===== src/design/bps_params.svh =====
// Offsets, field positions, reset values and timing of the supervisor
`ifndef BPS_PARAMS_SVH
`define BPS_PARAMS_SVH
// Clock period of the supervisor clock
`define BPS_CLK_NS 8
// Hiccup pause and power-ok deglitch times
`define BPS_HICCUP_PAUSE_NS 128000
`define BPS_POK_DEGLITCH_NS 40000
// Cycle counts of the overload responses
`define BPS_HICCUP_CYCLES 32
`define BPS_LIMIT_CYCLES 4
// Spreading amplitude in percent of the nominal period
`define BPS_SPREAD_PCT 10
// Register indices
`define BPS_ADDR_CTRL1 4'h0
`define BPS_ADDR_CTRL3 4'h1
`define BPS_ADDR_STATUS 4'h2
// Field positions of control_reg_one
`define BPS_C1_FORCE 0
`define BPS_C1_SPREAD 1
`define BPS_C1_DISCH 2
`define BPS_C1_SWITCH 3
`define BPS_C1_RETRY 4
// Field positions of control_reg_three
`define BPS_C3_BLANK 0
// Reset values: discharge and switching enabled
`define BPS_CTRL1_RST 5'h0c
`define BPS_CTRL3_RST 1'h0
`endif


===== src/design/bps_pkg.sv =====
// Types shared by the buck protection supervisor
`default_nettype none
package bps_pkg;
    // Converter sequencing states, one-hot
    typedef enum logic [3:0] {
        BPS_OFF = 4'h1,
        BPS_SOFTSTART = 4'h2,
        BPS_RUN = 4'h4,
        BPS_PAUSE = 4'h8
    } bps_state_t;
    // Supply and thermal fault levels
    typedef struct packed {
        logic thermal_shdn;
        logic supply_low_lockout;
        logic supply_high_lockout;
    } bps_faults_t;
    // Control bits of control_reg_one, bit 0 last
    typedef struct packed {
        logic retry_mode_enable_bit;
        logic switching_enable_bit;
        logic discharge_enable_bit;
        logic spread_enable_bit;
        logic force_pwm_bit;
    } bps_ctrl_t;
    // Whole state of the core
    typedef struct packed {
        bps_state_t st;
        bps_ctrl_t ctrl;
        logic blank;
        logic hiccup_flag;
        logic current_limit_flag;
        logic enabled_once;
        logic limiting;
        logic cyc_limited;
        logic [5:0] consec;
        logic [9:0] osc;
        logic signed [7:0] tri_ofs;
        logic tri_up;
        logic [9:0] gap;
        logic ext_lock;
        logic mode_d;
        logic [7:0] rdata;
        logic secondary;
        logic strap_done;
        logic ccm_ok;
        logic pok_in_d;
        logic ss_req;
    } bps_core_t;
    // Timer state
    typedef struct packed {
        logic [15:0] cnt;
        logic done;
    } bps_timer_t;
endpackage : bps_pkg
`default_nettype wire


===== src/design/bps_supervisor.sv =====
// Protection and mode supervisor of a synchronous step-down converter
// Function
// - Mode pin high forces PWM, low power-save
// - Valid external clock aligns cycles, forces PWM
// - Forced PWM is pin OR force bit
// - Spreading varies period about ten percent, triangular
// - Spreading needs enable bit and no external clock
// - Spreading also runs in power-save operation
// - Discharge needs enable bit, reset enabled
// - Discharge on disable, thermal, low or high supply
// - No discharge before first enable after power-up
// - Low supply stops switching, discharges if allowed
// - High supply stops switching, restarts with soft start
// - High-side trip forces low side until current drops
// - Retry bit picks hiccup or plain limiting
// - 32 limited cycles pause switching, then restart
// - Hiccup sets flag, holds power-ok low until restart
// - Status read clears hiccup only without overload
// - Four limited cycles set current limit flag
// - Status read clears limit flag only without overload
// - Primary drives power-ok open-drain, secondary reads it
// - Window fault pulls power-ok low
// - Power-ok rising edge deglitched by 40us
// - Blank bit hides window fault during ramps
// - Power-ok low in thermal, disabled, lockout, soft start
`timescale 1ns/1ps
`default_nettype none
`include "bps_params.svh"
module bps_supervisor
    import bps_pkg::*;
#(
    parameter int PERIOD_CYC = 50,
    parameter int EXT_MIN_CYC = 20,
    parameter int EXT_MAX_CYC = 100,
    parameter int HICCUP_CYC = `BPS_HICCUP_PAUSE_NS / `BPS_CLK_NS,
    parameter int DEGLITCH_CYC = `BPS_POK_DEGLITCH_NS / `BPS_CLK_NS
) (
    input wire logic clock,
    input wire logic rstn,
    input wire logic [3:0] reg_addr,
    input wire logic [7:0] reg_wdata,
    input wire logic reg_wr,
    input wire logic reg_rd,
    output logic [7:0] reg_rdata,
    input wire logic en_pin,
    input wire logic mode_clk_pin,
    input wire bps_faults_t faults,
    input wire logic hs_limit_trip,
    input wire logic ls_below_limit,
    input wire logic window_fault,
    input wire logic voltage_ramping,
    input wire logic soft_start_done,
    input wire logic secondary_strap,
    input wire logic power_ok_pin_i,
    output logic power_ok_pin_o,
    output logic power_ok_pin_oe,
    output logic switching_run,
    output logic hs_on_allow,
    output logic ls_force_on,
    output logic cycle_tick,
    output logic continuous_switching,
    output logic power_save_operation,
    output logic signed [7:0] spread_offset,
    output logic discharge_on,
    output logic soft_start_req,
    output logic dcm_only
);
    // Spreading amplitude in cycles
    localparam int AMP_I = PERIOD_CYC * `BPS_SPREAD_PCT / 100;
    localparam logic signed [7:0] AMP = 8'(AMP_I);
    localparam logic [5:0] HIC_N = 6'(`BPS_HICCUP_CYCLES);
    localparam logic [5:0] LIMIT_N = 6'(`BPS_LIMIT_CYCLES);

    // Register index match, shared by read and write decode
    function automatic logic hit(input logic [3:0] a, input logic [3:0] k);
        hit = (a == k);
    endfunction : hit

    bps_core_t r_reg, r_next;
    // Synchronised copies of asynchronous inputs
    logic [7:0] sy;
    logic tsd, lo_sup, hi_sup, mode_s, trip_s, below_s, wfault_s, pok_in_s;
    // Derived conditions
    logic go, mode_rise, osc_wrap, spread_on, overload, hic_hit, raw_pok;
    logic pause_done, pok_done, pok_on, st_read;
    logic signed [10:0] period_len;
    logic [5:0] consec_inc;

    // Fault, mode, current, window and power-ok levels pass two flops first; en_pin is used directly
    bps_sync #(.W(8)) u_sync (
        .clock(clock),
        .rstn(rstn),
        .d({faults, mode_clk_pin, hs_limit_trip, ls_below_limit,
            window_fault, power_ok_pin_i}),
        .q(sy)
    );
    assign {tsd, lo_sup, hi_sup, mode_s, trip_s, below_s, wfault_s,
        pok_in_s} = sy;

    // Hiccup pause: runs only while the converter is paused
    bps_timer u_pause (
        .clock(clock),
        .rstn(rstn),
        .run(r_reg.st == BPS_PAUSE),
        .limit(16'(HICCUP_CYC)),
        .done(pause_done)
    );
    // Power-ok deglitch on the rising side only
    bps_timer u_deglitch (
        .clock(clock),
        .rstn(rstn),
        .run(raw_pok),
        .limit(16'(DEGLITCH_CYC)),
        .done(pok_done)
    );

    // Combinational conditions feeding the state update
    always_comb begin
        // Lockouts and disable stop the converter
        go = en_pin && r_reg.ctrl.switching_enable_bit && !tsd && !lo_sup
            && !hi_sup;
        mode_rise = mode_s && !r_reg.mode_d;
        period_len = 11'(PERIOD_CYC) + 11'(r_reg.tri_ofs);
        osc_wrap = ({1'b0, r_reg.osc} >= period_len - 11'sd1);
        // External clock edges replace the oscillator
        cycle_tick = r_reg.ext_lock ? mode_rise : osc_wrap;
        // Works in either mode, never beside an external clock
        spread_on = r_reg.ctrl.spread_enable_bit && !r_reg.ext_lock;
        consec_inc = (r_reg.consec == 6'h3f) ? r_reg.consec
            : r_reg.consec + 6'h01;
        overload = r_reg.limiting || r_reg.cyc_limited
            || (r_reg.consec != 6'h00) || (r_reg.st == BPS_PAUSE);
        hic_hit = cycle_tick && r_reg.cyc_limited && (r_reg.st == BPS_RUN)
            && r_reg.ctrl.retry_mode_enable_bit
            && (consec_inc >= HIC_N);
        // Window fault ignored during a ramp when blanking is set
        raw_pok = (r_reg.st == BPS_RUN) && go && !r_reg.secondary
            && (!wfault_s || (r_reg.blank && voltage_ramping));
        pok_on = raw_pok && pok_done;
        st_read = reg_rd && hit(reg_addr, `BPS_ADDR_STATUS);
    end

    // Next state of the whole core
    always_comb begin
        r_next = r_reg;
        r_next.mode_d = mode_s;
        r_next.pok_in_d = pok_in_s;
        r_next.ss_req = 1'b0;
        // Role strap caught once after reset release
        if (!r_reg.strap_done) begin
            r_next.secondary = secondary_strap;
            r_next.strap_done = 1'b1;
        end
        if (en_pin) begin
            r_next.enabled_once = 1'b1;
        end

        // Register writes
        if (reg_wr && hit(reg_addr, `BPS_ADDR_CTRL1)) begin
            r_next.ctrl = reg_wdata[4:0];
        end
        if (reg_wr && hit(reg_addr, `BPS_ADDR_CTRL3)) begin
            r_next.blank = reg_wdata[`BPS_C3_BLANK];
        end

        // Read data, valid the cycle after the strobe
        r_next.rdata = 8'h00;
        if (reg_rd) begin
            case (1'b1)
                hit(reg_addr, `BPS_ADDR_CTRL1): r_next.rdata = {3'h0,
                    r_reg.ctrl};
                hit(reg_addr, `BPS_ADDR_CTRL3): r_next.rdata = {7'h00,
                    r_reg.blank};
                st_read: r_next.rdata = {2'h0, pok_on, r_reg.ext_lock,
                    r_reg.secondary, tsd, r_reg.current_limit_flag,
                    r_reg.hiccup_flag};
                default: r_next.rdata = 8'h00;
            endcase
        end

        // External clock qualification by edge spacing
        r_next.gap = (r_reg.gap == 10'h3ff) ? r_reg.gap
            : r_reg.gap + 10'h001;
        if (mode_rise) begin
            r_next.gap = 10'h000;
            r_next.ext_lock = (r_reg.gap >= 10'(EXT_MIN_CYC))
                && (r_reg.gap <= 10'(EXT_MAX_CYC));
        end else if (r_reg.gap > 10'(EXT_MAX_CYC)) begin
            r_next.ext_lock = 1'b0;
        end

        // Internal oscillator, restarted on each switching cycle
        r_next.osc = (cycle_tick || osc_wrap) ? 10'h000
            : r_reg.osc + 10'h001;

        // Triangular period offset, one step per cycle
        if (!spread_on) begin
            r_next.tri_ofs = 8'sh00;
            r_next.tri_up = 1'b1;
        end else if (cycle_tick) begin
            if (r_reg.tri_up) begin
                r_next.tri_ofs = r_reg.tri_ofs + 8'sh01;
                r_next.tri_up = (r_reg.tri_ofs + 8'sh01 < AMP);
            end else begin
                r_next.tri_ofs = r_reg.tri_ofs - 8'sh01;
                r_next.tri_up = (r_reg.tri_ofs - 8'sh01 <= -AMP);
            end
        end

        // Cycle limit: low side on until current falls back
        if (trip_s) begin
            r_next.limiting = 1'b1;
        end else if (below_s) begin
            r_next.limiting = 1'b0;
        end

        // Count consecutive limited cycles at each cycle boundary
        if (cycle_tick) begin
            r_next.consec = r_reg.cyc_limited ? consec_inc : 6'h00;
            r_next.cyc_limited = trip_s;
        end else if (trip_s) begin
            r_next.cyc_limited = 1'b1;
        end

        // Read clears flags only once the overload is gone
        if (st_read && !overload) begin
            r_next.hiccup_flag = 1'b0;
            r_next.current_limit_flag = 1'b0;
        end
        // Flag-only mode: four limited cycles in a row
        if (cycle_tick && r_reg.cyc_limited && (r_reg.st == BPS_RUN)
            && !r_reg.ctrl.retry_mode_enable_bit
            && (consec_inc >= LIMIT_N)) begin
            r_next.current_limit_flag = 1'b1;
        end
        if (hic_hit) begin
            r_next.hiccup_flag = 1'b1;
        end

        // Secondary: leave DCM on the shared power-ok rising edge
        if (r_reg.st != BPS_RUN) begin
            r_next.ccm_ok = 1'b0;
        end else if (pok_in_s && !r_reg.pok_in_d) begin
            r_next.ccm_ok = 1'b1;
        end

        // Sequencing
        case (r_reg.st)
            BPS_OFF: begin
                if (go) begin
                    r_next.st = BPS_SOFTSTART;
                    r_next.ss_req = 1'b1;
                end
            end
            BPS_SOFTSTART: begin
                if (!go) begin
                    r_next.st = BPS_OFF;
                end else if (soft_start_done) begin
                    r_next.st = BPS_RUN;
                end
            end
            BPS_RUN: begin
                if (!go) begin
                    r_next.st = BPS_OFF;
                end else if (hic_hit) begin
                    r_next.st = BPS_PAUSE;
                end
            end
            BPS_PAUSE: begin
                if (!go) begin
                    r_next.st = BPS_OFF;
                end else if (pause_done) begin
                    r_next.st = BPS_SOFTSTART;
                    r_next.ss_req = 1'b1;
                end
            end
            default: r_next.st = BPS_OFF;
        endcase
        // Counts start afresh whenever switching stops
        if (r_next.st != BPS_RUN) begin
            r_next.consec = 6'h00;
            r_next.cyc_limited = 1'b0;
        end
    end

    // Core register; control bits come up at their reset values
    always_ff @(posedge clock or negedge rstn) begin
        if (!rstn) begin
            r_reg <= '0;
            r_reg.st <= BPS_OFF;
            r_reg.ctrl <= `BPS_CTRL1_RST;
            r_reg.blank <= `BPS_CTRL3_RST;
            r_reg.tri_up <= 1'b1;
            r_reg.gap <= 10'h3ff;
        end else begin
            r_reg <= r_next;
        end
    end

    // Outputs
    always_comb begin
        switching_run = (r_reg.st == BPS_SOFTSTART) || (r_reg.st == BPS_RUN);
        hs_on_allow = switching_run && !r_reg.limiting;
        ls_force_on = switching_run && r_reg.limiting;
        continuous_switching = mode_s || r_reg.ctrl.force_pwm_bit
            || r_reg.ext_lock;
        power_save_operation = !continuous_switching;
        // Discharge only after a first enable and when permitted
        discharge_on = r_reg.ctrl.discharge_enable_bit && r_reg.enabled_once
            && (!en_pin || !r_reg.ctrl.switching_enable_bit || tsd || lo_sup
            || hi_sup);
        // Open drain: drive low unless good; secondary pulls whenever it is not in run
        power_ok_pin_o = 1'b0;
        power_ok_pin_oe = r_reg.secondary ? (r_reg.st != BPS_RUN)
            : !pok_on;
        dcm_only = r_reg.secondary && !r_reg.ccm_ok;
        spread_offset = r_reg.tri_ofs;
        soft_start_req = r_reg.ss_req;
        reg_rdata = r_reg.rdata;
    end
endmodule : bps_supervisor
`default_nettype wire


===== src/design/bps_sync.sv =====
// Two-flop synchroniser for a group of asynchronous levels
`timescale 1ns/1ps
`default_nettype none
module bps_sync #(
    parameter int W = 8
) (
    input wire logic clock,
    input wire logic rstn,
    input wire logic [W-1:0] d,
    output logic [W-1:0] q
);
    // First stage feeds only the second stage
    logic [2*W-1:0] s_reg, s_next;

    // Shift the levels one stage
    always_comb begin
        s_next = {s_reg[W-1:0], d};
    end

    // Register both stages
    always_ff @(posedge clock or negedge rstn) begin
        if (!rstn) begin
            s_reg <= '0;
        end else begin
            s_reg <= s_next;
        end
    end

    // Second stage is the clean copy
    assign q = s_reg[2*W-1:W];
endmodule : bps_sync
`default_nettype wire


===== src/design/bps_timer.sv =====
// Hold timer: done rises after run has stood for limit cycles
`timescale 1ns/1ps
`default_nettype none
module bps_timer
    import bps_pkg::*;
(
    input wire logic clock,
    input wire logic rstn,
    input wire logic run,
    input wire logic [15:0] limit,
    output logic done
);
    bps_timer_t t_reg, t_next;

    // Count while run holds, restart on its loss
    always_comb begin
        t_next = t_reg;
        if (!run) begin
            t_next = '0;
        end else if (!t_reg.done) begin
            t_next.cnt = t_reg.cnt + 16'h0001;
            t_next.done = (t_next.cnt >= limit);
        end
    end

    // State register
    always_ff @(posedge clock or negedge rstn) begin
        if (!rstn) begin
            t_reg <= '0;
        end else begin
            t_reg <= t_next;
        end
    end

    assign done = t_reg.done;
endmodule : bps_timer
`default_nettype wire


===== config.mk =====
export PLATFORM = sky130hd
export DESIGN_NAME = bps_supervisor
export DESIGN_NICKNAME = d
export VERILOG_FILES = /design/src/design/bps_pkg.sv /design/src/design/bps_supervisor.sv /design/src/design/bps_sync.sv /design/src/design/bps_timer.sv
export VERILOG_INCLUDE_DIRS = /design/src /design/src/design
export SDC_FILE = /design/constraint.sdc
export NUM_CORES = 1
export LEC_CHECK = 0
export ABC_AREA = 1
export ABC_CLOCK_PERIOD_IN_PS = 3300
export BUFFER_PORTS_ARGS = -buffer_cell sky130_fd_sc_hd__clkbuf_2
export CORE_UTILIZATION = 35
export CTS_BUF_LIST = sky130_fd_sc_hd__clkbuf_8 sky130_fd_sc_hd__clkbuf_16
export DETAILED_ROUTE_END_ITERATION = 10
export MAX_ROUTING_LAYER = met4
export PLACE_DENSITY = 0.53
export SLEW_MARGIN = 0
export SYNTH_ARGS = -nofsm -noshare
export SYNTH_HDL_FRONTEND = slang
export SYNTH_HIERARCHICAL = 1
export SYNTH_SLANG_ARGS = --single-unit

===== constraint.sdc =====
create_clock -name clock -period 3.3 [get_ports clock]
set_clock_uncertainty 0.05 [all_clocks]
set_input_delay 0.33 -clock clock [delete_from_list [all_inputs] [get_ports clock]]
set_output_delay 0.33 -clock clock [all_outputs]
set_load 0.05 [all_outputs]

# == After elaboration in Yosys (flattened, before gate mapping) ==
# Cells that the tools add are included.
# word_totals
ff_bits,115
wordCells,171
output_inout_bits,27
# classes
order_cmp,10
addsub,9
reduce_logical,65
eq_ne,14
mux,43
# ops
op,n
2-to-1 mux 17 bit,4
2-to-1 mux 6 bit,7
adder 16 x 1 -> 16 bit (second input constant),2
2-to-1 mux 10 bit,3
logical AND 1 bit,28
2-to-1 mux 4 bit,7
2-to-1 mux 9 bit,3
adder 10 x 1 -> 10 bit (second input constant),2
greater-or-equal comparator 16 x 13 -> 1 bit (second input constant),1
greater-or-equal comparator 16 x 14 -> 1 bit (second input constant),1
logical NOT 1 bit,16
one-hot mux 4 bit (4 select lines),1
2-to-1 mux 1 bit,15
logical OR 1 bit,12
nonzero test 2 bit,6
greater-or-equal comparator 10 x 11 -> 1 bit,1
equality test 10 bit (second input constant),1
greater-or-equal comparator 10 x 5 -> 1 bit (second input constant),1
greater-than comparator 10 x 7 -> 1 bit (second input constant),1
<= comparator 10 x 7 -> 1 bit (second input constant),1
subtractor 9 x 2 -> 10 bit (second input constant),1
adder 7 x 8 -> 9 bit (first input constant),1
adder 8 x 2 -> 8 bit (second input constant),1
equality test 4 x 1 -> 1 bit (second input constant),2
other kinds (18),23

# == Longest topological paths before layout ==
# Gate-level depths: netlist of the first run.
# depth
depth_word,13
mapped_depth,20
ltp_nobuf,20

# == Hierarchy ==
# Netlist of the first run, hierarchy kept.
# by_module_without_submodules
module,n_inst,cells_each,area_each_um2,seq_area_each_um2
bps_supervisor,1,485,3885.0,1594.0
bps_timer,2,203,1430.1,425.4
bps_sync,1,24,460.4,400.4

# == Least setup slack after synthesis of the first run ==
# OpenSTA, ideal clock, no wires.
# synth_timing
kind,register to register
from,"reg r_reg, in the netlist spread_offset[0]"
to,reg r_reg[41] in the netlist's numbering
synth_period_minus_slack_ns,2.789
required_ns,3.170
slack_ns,0.511
setup_time_ns,0.080
path_stages_with_launch,15
t_arrival_ns,2.659
path_cell_list,dfrtp_1 > ha_1 > nand3_1 > nand2_1 > o21ai_0 > nand2_1 > ha_1 > a21o_2 > o21ai_0 > nand3_4 > nand2_4 > nand2_4 > or2_1 > buf_6 > nor3b_2
# synth_lines
element,line_no,text
"start, declared",bps_supervisor.sv:79,"bps_core_t r_reg, r_next;"
"start signal, assigned",bps_supervisor.sv:296,r_reg <= r_next;

# == Final worst setup path of the first run ==
# layout_timing
from,"reg r_reg, in the netlist spread_offset[1]"
to,out cycle_tick
# layout_between
elab_chain_cells,4
# layout_rtl
element,line_no,text
adder 7 x 8 -> 9 bit,bps_supervisor.sv:123,period_len = 11'(PERIOD_CYC) + 11'(r_reg.tri_ofs);
subtractor 9 x 2 -> 10 bit,bps_supervisor.sv:124,"osc_wrap = ({1'b0, r_reg.osc} >= period_len - 11'sd1);"
greater-or-equal comparator 10 x 11 -> 1 bit,bps_supervisor.sv:124,
2-to-1 mux 1 bit,bps_supervisor.sv:126,cycle_tick = r_reg.ext_lock ? mode_rise : osc_wrap;
"end, declared",bps_supervisor.sv:60,"output logic cycle_tick,"
# Every way passes these cells.

==> results.yml, run 1 <==
run_status:
  status: "finished, final reports clean"
critical_path:
  reg2reg_depth: 17
  worstSetupEndpointType: "primary output"
  cp_data_arrival_time_ns: 2.68
  path_class: "flop to primary output"
  worstPathRequired_ns: 2.92
  path_max_fanout: 5
  critPathLaunchType: "flop"
cts:
  h-tree-depth: 4
  cts_root_buf: "clkbuf_16"
  clock_path_buffers: 2
  clock_latency_ns: 0.41
  cts_buffers: 17
  cts.sinks: 113
  cts_tree: "yes"
  cts.clk_slew.worst_paths_ns: 0.05
power_and_ir_drop:
  vdd_drop_max_v: 0.000362
  p_leak_uw: 0.00439
  cellPowerDensity_mw_per_mm2: 537
final_layout:
  drive_gt1_share_pct: 15.2
  nNetsFinal: 1083
  diodes: 0
  largest_register_ffs: 48
  syn_to_final_growth_pct: 17.6
  stdcell_count: 1285
sta:
  period_share_pct: 92.7
  slew_viol_final: 0
  max_freq_mhz: 327
  worst_pin_slew_ns: 0.562
  layout_min_cycle_time_ns: 3.06
  hold_viol_final: 0
  setup_ws_ns: 0.242
  slew_headroom_pct: 62.5
  rsz0062_at_grt: "false"
  holdWs_ns: 0.0769
  fin_setup_tns_ns: 0
  setup_viol: 0
placement:
  dp.cells: 1243
  gp_congestion: 0.870
  hpwlAfterDp_um: 11600
  pre_cts_ws_ns: 0.222
  portBuffers: 48
logic_synthesis:
  yosys_warnings: 6
  synth_top_area_share_pct: 34.4
  synth_area_sq_mm: 0.00721
  synth-main-ff-cell: "dfrtp_1"
  ys_seq_area_share_pct: 39.5
  synthCells: 915
  synth_cell_types: 54
  syn_area_per_cell_sq_um: 7.88
  ys_ff_latch: 113
  synthTopCellsByArea: "dfrtp_1, nand2_1, ha_1"
  async_flop_share_pct: 100
  synth_edf_count: 0
  synth_top_area_cell: "dfrtp_1"
detailed_routing:
  dr_wl_met2_um: 6760
  vias: 5710
  wl_met3_um: 586
  dr.pass1.iters: 6
  highest_layer: "met4"
  via_per_inst: 4.44
  routedWlPerCell_um: 11.9
  ant_nets: 0
  drc: 0
  drt_iter0_drc: 294
  routed_wl_um: 15300
  met1_length_um: 7640
job:
  maxCapViolations: 0
floorplan:
  die_h_um: 145
  coreArea_sq_mm: 0.0202
  die_w_um: 145
  start_util_pct: 35.6
  die-area_sq_mm: 0.0212
  rows: 52
  ios: 55
global_route:
  grtUsageTotal_pct: 15.9
  gr-total-overflow: 0
  grt_pass1_wl_um: 25900
  antenna_found_initial: 0
  grt_pass1_vias: 5368
  grt_max_degree: 58
hold_path:
  worstHoldPathType: "primary input to flop"
  hold_depth: 2
final timing paths:
path | slack (ns) | end | start
max | 0.24 | cycle_tick | spread_offset[1]
min | 0.08 | r_reg[62] | soft_start_done
max reg2reg | 0.49 | r_reg[45] | spread_offset[1]
min reg2reg | 0.29 | u_sync/s_reg[9] | u_sync/s_reg[1]
max in group asynchronous | 2.10 | r_reg[61] | rstn
min in group asynchronous | 0.29 | u_deglitch/t_reg[1] | rstn
through the flow:
stage	instance area, sq um	util, %	total power [uW]
2_1_floorplan	7330	-	2470
3_3_place_gp	7750	38.3	2670
3_5_place_dp	7750	38.3	2680
4_1_cts	8450	41.8	4590
5_1_grt	8480	41.9	4820
6_report	8480	41.9	4550
area by class of cell:
type                            count  area, sq um
Inverter                          167          627
Clock buffer                       22          494
Multi-Input combinational cell    639         3650
Timing Repair Buffer               64          407
Sequential cell                   113         2850
Clock inverter                     10          109
Fill cell                        2011        11800
Tap cell                          270          338
synth_stat cells (3+ instances only):
| library cell | instances |
|---|---|
| o211ai_1 | 4 |
| nand3_1 | 43 |
| and2_1 | 10 |
| o21ai_0 | 43 |
| xor2_1 | 26 |
| dfstp_2 | 14 |
| nor2_2 | 8 |
| nor3_1 | 8 |
| o22ai_1 | 12 |
| nor2_1 | 80 |
| nand2_1 | 202 |
| dfrtp_1 | 99 |
| nor3b_2 | 3 |
| nor3_2 | 4 |
| nand2_4 | 5 |
| nand4_1 | 10 |
| ha_1 | 53 |
| o2111ai_1 | 4 |
| a21oi_1 | 37 |
| nand2_2 | 8 |
| o21bai_1 | 3 |
| o31ai_1 | 3 |
| mux2_2 | 3 |
| buf_4 | 25 |
| a211oi_1 | 4 |
| nor4_1 | 4 |
| inv_1 | 163 |
per-layer routing:
layer | vias to the layer above | track usage [%]
met1 | 2562 | 20.9
li1 | 3030 | -
met5 | - | -
met2 | 96 | 23.8
met4 | 0 | 5.84
met3 | 22 | 3.95
report_power, final:
group	total [uW]	switching (uW)	internal, uW
logic	1040	684	351
registers	1660	136	1530
clock network	1850	651	1200
total	4550	1470	3080
placed cells by master (no fill, tap or decap), types with 36 or more instances in the layout:
| master | netlist | layout |
|---|---|---|
| dfrtp_1 | 99 | 97 |
| conb_1 | 2 | 36 |
| clkbuf_2 | 0 | 46 |
| o21ai_0 | 43 | 41 |
| nor2_1 | 80 | 78 |
| nand2_1 | 202 | 202 |
| a21oi_1 | 37 | 37 |
| ha_1 | 53 | 52 |
| nand3_1 | 43 | 43 |
| inv_1 | 163 | 163 |
critical path, cell delays in order (launching register included):
cell      delay, ns
dfrtp_1        0.45
ha_4           0.20
nand3_1        0.10
nand2_1        0.08
o21ai_1        0.15
nand2_1        0.09
ha_1           0.29
a21o_2         0.21
o21ai_1        0.21
nand3_4        0.14
nand2_4        0.09
nand2_4        0.07
clkbuf_8       0.18
kinds of logic after synthesis:
group                      after synthesis  synth area share [%]
AOI/OAI and AO/OA                      119                  9.62
buffers and inverters                  197                  11.8
and+or+nand+nor                        399                  25.6
xor gates and xnor gates                29                  3.73
other                                    2                 0.104
DFF                                    113                  39.5
muxes                                    3                 0.469
adders and majority gates               53                  9.20
what timing repair did:
| action | in CTS | in global routing |
|---|---|---|
| gates resized for setup | 3 | 8 |
| setup buffers | 0 | 1 |
| cloned | 0 | 0 |
| pin swaps | 0 | 1 |
| hold buffers | 9 | 0 |
| setup endpoints to repair | 1 | 3 |
| hold endpoints to repair | 20 | 0 |
Power figures use the tool's default switching activity.
==> inputs of run 2 (changes only) <==
==> constraint.sdc (replaced) <==
create_clock -name clock -period 3.3 [get_ports clock]
set_clock_uncertainty 0.05 [all_clocks]
set_input_delay 0.495 -clock clock [delete_from_list [all_inputs] [get_ports clock]]
set_output_delay 0.495 -clock clock [all_outputs]
set_load 0.05 [all_outputs]
==> run 2 against run 1 <==
Sequential share of layout area hardly changed. Sequential cell count unchanged. Final cell count about the same. Global-route usage up 0.18 points. Core utilization about the same. First-iteration DRC count fell by 30%. Sequential power hardly changed. Die area stayed put. Critical path depth up 3. Worst setup slack lost 0.056 ns. Clock power about the same.
==> results.yml, run 2 (synthesis gave the netlist of run 1 again) <==
floorplan:
  coreArea_sq_mm: 0.0202
  die_h_um: 145
  start_util_pct: 35.6
  die_w_um: 145
  die-area_sq_mm: 0.0212
  rows: 52
  ios: 55
critical_path:
  reg2reg_depth: 17
  crit_end: "cycle_tick"
  worstPathRequired_ns: 2.75
  rrSetupSlack_ns: 0.56
  path_max_fanout: 5
  critPathLaunchType: "flop"
  cp_data_arrival_time_ns: 2.57
  worstSetupEndpointType: "primary output"
  critPathLaunch: "spread_offset[1]"
  slowest_delay_ns: 0.44
  slowest_stage: "dfrtp_2"
  cp_top_family: "simple AND/OR/NAND/NOR gates"
  critPathMostFrequentCell: "nand2_2"
  rr_endpoint: "r_reg[44]"
  worst-path-stages: 15
  reg2reg_from: "spread_offset[1]"
  path_class: "flop to primary output"
  worstPathCellList: "ha_4 -> nand3_2 -> nand2_2 -> o21ai_2 -> nand2_2 -> ha_4 -> nand2_1 -> nor2_2 -> inv_1 -> nor2_1 -> nand2_2 -> nand3_4 -> nand2_4 -> nand2_4 -> buf_8"
  crit_buf_inv: 2
run_status:
  status: "finished, final reports clean"
placement:
  gp_congestion: 0.856
  pre_cts_ws_ns: 0.249
  portBuffers: 48
  dp.cells: 1246
  hpwlAfterDp_um: 11600
sta:
  max_freq_mhz: 321
  layout_min_cycle_time_ns: 3.11
  slew_viol_final: 0
  setup_viol: 0
  setup_ws_ns: 0.187
  period_share_pct: 94.3
  hold_viol_final: 0
detailed_routing:
  via_per_inst: 4.45
  dr.pass1.iters: 4
  drc: 0
  ant_nets: 0
  routedWlPerCell_um: 11.9
  drt_iter0_drc: 206
  vias: 5715
  routed_wl_um: 15300
final_layout:
  drive_gt1_share_pct: 16.5
  diodes: 0
  finish.utilization_pct: 41.9
  final_cell_mix: "nand2_1, inv_1, dfrtp_1"
  fillers: 2067
  seq_area_sq_mm: 0.00285
  final_common_cell: "nand2_1"
  nNetsFinal: 1082
  stdcell_count: 1284
  largest_register_ffs: 48
  syn_to_final_growth_pct: 17.7
  multi_input_area_sq_mm: 0.00368
cts:
  cts_buffers: 17
  clock_latency_ns: 0.42
  h-tree-depth: 4
  cts_root_buf: "clkbuf_16"
  cts.sinks: 113
  clock_path_buffers: 2
  cts_tree: "yes"
  cts.clk_slew.worst_paths_ns: 0.06
power_and_ir_drop:
  vdd_drop_max_v: 0.000312
  p_leak_uw: 0.00439
  cellPowerDensity_mw_per_mm2: 539
job:
  maxCapViolations: 0
global_route:
  grt_max_degree: 60
  antenna_found_initial: 0
  grtUsageTotal_pct: 16.1
  grt_pass1_wl_um: 26400
  grt_pass1_vias: 5429
  gr-total-overflow: 0
hold_path:
  worstHoldPathType: "primary input to flop"
-- run 2: cell count changes in the layout (fill, tap and decap cells not counted), sizes merged --
cell and change:
inv +2, bufinv +1, buf +8, clkbuf -4, dlygate4sd3 -8
-- run 2: worst register-to-register path, stage by stage, from the launching register on --
cell and delay, ns:
dfrtp_2 0.44, ha_4 0.19, nand3_2 0.09, nand2_2 0.07, o21ai_2 0.17, nand2_2 0.09, ha_4 0.27, nand2_1 0.07
nor2_2 0.13, inv_1 0.05, nor2_1 0.12, nand2_2 0.08, nand3_4 0.09, nand2_4 0.05, nand2_4 0.10, nand4_1 0.17
a21boi_1 0.32, a21oi_1 0.09
-- run 2: per-stage QoR --
| stage | TNS, ns | area [sq um] | hold slack, ns | power (uW) |
|---|---|---|---|---|
| after floorplan | 0 | 7330 | 0.149 | 2470 |
| after global placement | 0 | 7770 | 0.281 | 2690 |
| after detailed placement | 0 | 7770 | 0.285 | 2690 |
| after CTS | 0 | 8400 | 0.114 | 4590 |
| after global routing | -0.00645 | 8480 | 0.117 | 4850 |
| final | 0 | 8480 | 0.126 | 4570 |
-- run 2: how the worst min path moves through the flow --
stage                    start                to  slack (ns)  depth (start not counted)
2_1_floorplan             rstn         r_reg[13]        0.15                          0
3_3_place_gp   u_sync/s_reg[0]   u_sync/s_reg[8]        0.28                          0
3_5_place_dp   u_sync/s_reg[5]  u_sync/s_reg[13]        0.28                          0
4_1_cts              faults[1]   u_sync/s_reg[6]        0.11                          1
5_1_grt              faults[1]   u_sync/s_reg[6]        0.12                          1
6_report        ls_below_limit   u_sync/s_reg[2]        0.13                          1
-- run 2: layout make-up --
cell class,count,share of cell area [%]
multi-input cells,639,43.5
flip-flops and latches,113,33.6
inverters,167,7.39
clock buffers,19,5.34
repair buffers,63,4.49
well taps,270,3.98
clock inverters,13,1.73
-- run 2: what timing repair did --
item,in CTS,in global routing
endpoints found under the hold margin,9,0
setup buffers,0,5
hold buffers,1,0
pin swaps,0,1
setup endpoints to repair,1,1
resized for setup,8,12
cloned,0,0
-- run 2: power by group --
part / internal (uW) / total (uW) / switching, uW
sequential: 1530 / 1660 / 129
combinational: 372 / 1060 / 685
clock: 1210 / 1860 / 648
total: 3110 / 4570 / 1460
-- run 2: metal layers --
| metal | up-vias | part of all wire, % | track usage (%) |
|---|---|---|---|
| li1 | 3027 | - | - |
| met1 | 2593 | 51 | 21.4 |
| met2 | 84 | 45 | 24.7 |
| met3 | 11 | 2.6 | 2.79 |
| met4 | 0 | 1.3 | 5.68 |
| met5 | - | 0 | - |
==> inputs of run 3 (changes only) <==
--- a/config.mk
+++ b/config.mk
@@ -13,9 +13,8 @@
 export CTS_BUF_LIST = sky130_fd_sc_hd__clkbuf_8 sky130_fd_sc_hd__clkbuf_16
 export DETAILED_ROUTE_END_ITERATION = 10
 export MAX_ROUTING_LAYER = met4
-export PLACE_DENSITY = 0.53
+export PLACE_DENSITY = 0.54
 export SLEW_MARGIN = 0
 export SYNTH_ARGS = -nofsm -noshare
 export SYNTH_HDL_FRONTEND = slang
-export SYNTH_HIERARCHICAL = 1
 export SYNTH_SLANG_ARGS = --single-unit
==> run 3 against run 2 <==
Register-to-register slack hardly changed. First-iteration DRC count is 48% higher. Sequential share of layout area is 4.3 points higher. Critical path depth is 2 higher. Worst setup slack worse by 0.026 ns. Power is 4.4% higher. Combinational power is 4% higher. Die area is 13% lower. Critical endpoint unchanged. Largest cell class unchanged. Largest power group unchanged.
==> results.yml, run 3 <==
logic_synthesis:
  synth_top_area_share_pct: 39.7
  synth_area_sq_mm: 0.00624
  synth_cell_types: 52
  synth-main-ff-cell: "dfrtp_1"
  yosys_warnings: 0
  synthTopCellsByArea: "dfrtp_1, nand2_1, inv_1"
  syn_area_per_cell_sq_um: 8.52
  synth_edf_count: 0
  synthTopCellsByCount: "nand2_1, inv_1, dfrtp_1, nor2_1, nand3_1"
  yosysMostFrequentCell: "nand2_1"
  async_flop_share_pct: 100
  ys_seq_area_share_pct: 45.6
  synth_top_area_cell: "dfrtp_1"
  synthCells: 732
  ys_ff_latch: 113
final_layout:
  nNetsFinal: 849
  final_common_cell: "nand2_1"
  largest_register_ffs: 48
  fillers: 1683
  drive_gt1_share_pct: 21.9
  diodes: 0
  final_cell_mix: "nand2_1, inv_1, dfrtp_1"
  finish.utilization_pct: 43.4
  syn_to_final_growth_pct: 20.7
placement:
  gp_congestion: 0.884
  portBuffers: 48
  hpwlAfterDp_um: 9930
sta:
  hold_viol_final: 0
  worst_pin_slew_ns: 0.893
  slew_viol_final: 0
  holdWs_ns: 0.135
  layout_min_cycle_time_ns: 3.14
  setup_viol: 0
  slew_headroom_pct: 40.5
  max_freq_mhz: 318
  period_share_pct: 95.1
critical_path:
  worstPathRequired_ns: 2.75
  critPathLaunchType: "flop"
  path_class: "flop to primary output"
  rrSetupSlack_ns: 0.55
  worstSetupEndpointType: "primary output"
  cp_data_arrival_time_ns: 2.59
  path_max_fanout: 4
detailed_routing:
  drt_iter0_drc: 305
  via_per_inst: 4.71
  ant_nets: 0
  drc: 0
  vias: 4883
  routed_wl_um: 13700
  dr.pass1.iters: 5
  routedWlPerCell_um: 13.2
cts:
  clock_latency_ns: 0.41
  cts_buffers: 17
  clock_path_buffers: 2
  cts.clk_slew.worst_paths_ns: 0.06
  cts_tree: "yes"
  cts_root_buf: "clkbuf_16"
  h-tree-depth: 4
  cts.sinks: 113
global_route:
  grt_pass1_wl_um: 22900
  gr-total-overflow: 0
  antenna_found_initial: 0
  grt_pass1_vias: 4656
  grtUsageTotal_pct: 16.6
  grt_max_degree: 72
hold_path:
  worstHoldPathType: "primary input to flop"
power_and_ir_drop:
  p_total_uw: 4770
  p_leak_uw: 0.00351
  vdd_drop_max_v: 0.000425
  netSwitchingFraction_pct: 30.3
  seq_power_share_pct: 34.6
  power_frac_comb_pct: 23.1
  cellPowerDensity_mw_per_mm2: 634
  internal-power_uw: 3330
  p_clk_share_pct: 42.2
  power.switching_uw: 1440
floorplan:
  ios: 55
  coreArea_sq_mm: 0.0174
  die_w_um: 135
  rows: 48
  die_h_um: 135
  start_util_pct: 35.9
  die-area_sq_mm: 0.0184
job:
  maxCapViolations: 0
run_status:
  status: "finished, final reports clean"
==> run 3: critical path, stage by stage, from the launching register on <==
cell	delay, ns
dfrtp_2	0.44
ha_4	0.19
a31oi_4	0.16
buf_6	0.12
nand3_1	0.08
nand2_2	0.10
ha_4	0.20
nand2_2	0.07
inv_2	0.03
nand2_1	0.05
nand2_1	0.04
nand2_1	0.07
nand2_2	0.07
nor2_4	0.17
nand2_8	0.07
nand2_4	0.08
nand2_8	0.05
clkbuf_16	0.17
==> run 3: path summary, 6_finish.rpt <==
| path | startpoint | end | depth (start not counted) |
|---|---|---|---|
| worst max register to register | spread_offset[0] | r_reg[48] | 18 |
| min in group asynchronous | rstn | u_sync.s_reg[7] | 1 |
| max in group asynchronous | rstn | reg_rdata[1] | 2 |
| worst min-delay path | mode_clk_pin | u_sync.s_reg[4] | 1 |
| worst min register to register | u_sync.s_reg[7] | u_sync.s_reg[15] | 0 |
| worst max-delay path | spread_offset[1] | cycle_tick | 17 |
==> run 3: metrics by stage <==
step / setup slack [ns] / TNS, ns / area [sq um] / instances
2_1_floorplan: 0.600 / 0 / 6240 / 734
3_3_place_gp: 0.206 / 0 / 6660 / 992
3_5_place_dp: 0.218 / 0 / 6660 / 992
4_1_cts: 0.0162 / 0 / 7400 / 1026
5_1_grt: -0.0176 / -0.0176 / 7530 / 1036
6_report: 0.160 / 0 / 7530 / 1036
==> run 3: layout make-up <==
class                           count  area, sq um  share of cell area (%)
Sequential cell                   113         2850                    37.9
Clock inverter                     12          189                    2.51
Multi-Input combinational cell    484         2880                    38.3
Tap cell                          225          282                    3.74
Clock buffer                       20          467                    6.20
Inverter                          111          420                    5.58
Timing Repair Buffer               71          437                    5.80
==> run 3: metal layers <==
layer | wire length, um | vias up | share of wire [%] | track usage, %
li1 | - | 2528 | - | -
met1 | 7080 | 2245 | 52 | 23.1
met2 | 5960 | 101 | 44 | 23.6
met3 | 525 | 9 | 3.8 | 4.38
met4 | 108 | 0 | 0.79 | 4.62
met5 | 0 | - | 0 | -
==> run 3: cell families after synthesis <==
family                     synth area share, %
DFF                                       45.6
xor gates and xnor gates                  3.51
muxes                                    0.542
AOI/OAI and AO/OA                         11.7
other                                    0.120
buffers and inverters                     9.69
and+or+nand+nor                           24.2
adders and majority gates                 4.61
==> run 3: timing repair <==
action	in CTS	in global routing
resized for setup	11	15
pin swaps	1	6
setup endpoints to repair	1	1
buffers inserted	2	10
hold buffers	0	0
==> run 3: power by group through the flow <==
stage | clock network, uW | registers, uW | logic [uW]
6_report | 2020 | 1650 | 1100
5_1_grt | 2130 | 1670 | 1240
4_1_cts | 2060 | 1660 | 1050
3_5_place_dp | 0 | 1670 | 998
3_3_place_gp | 0 | 1670 | 1000
2_1_floorplan | 0 | 1620 | 816
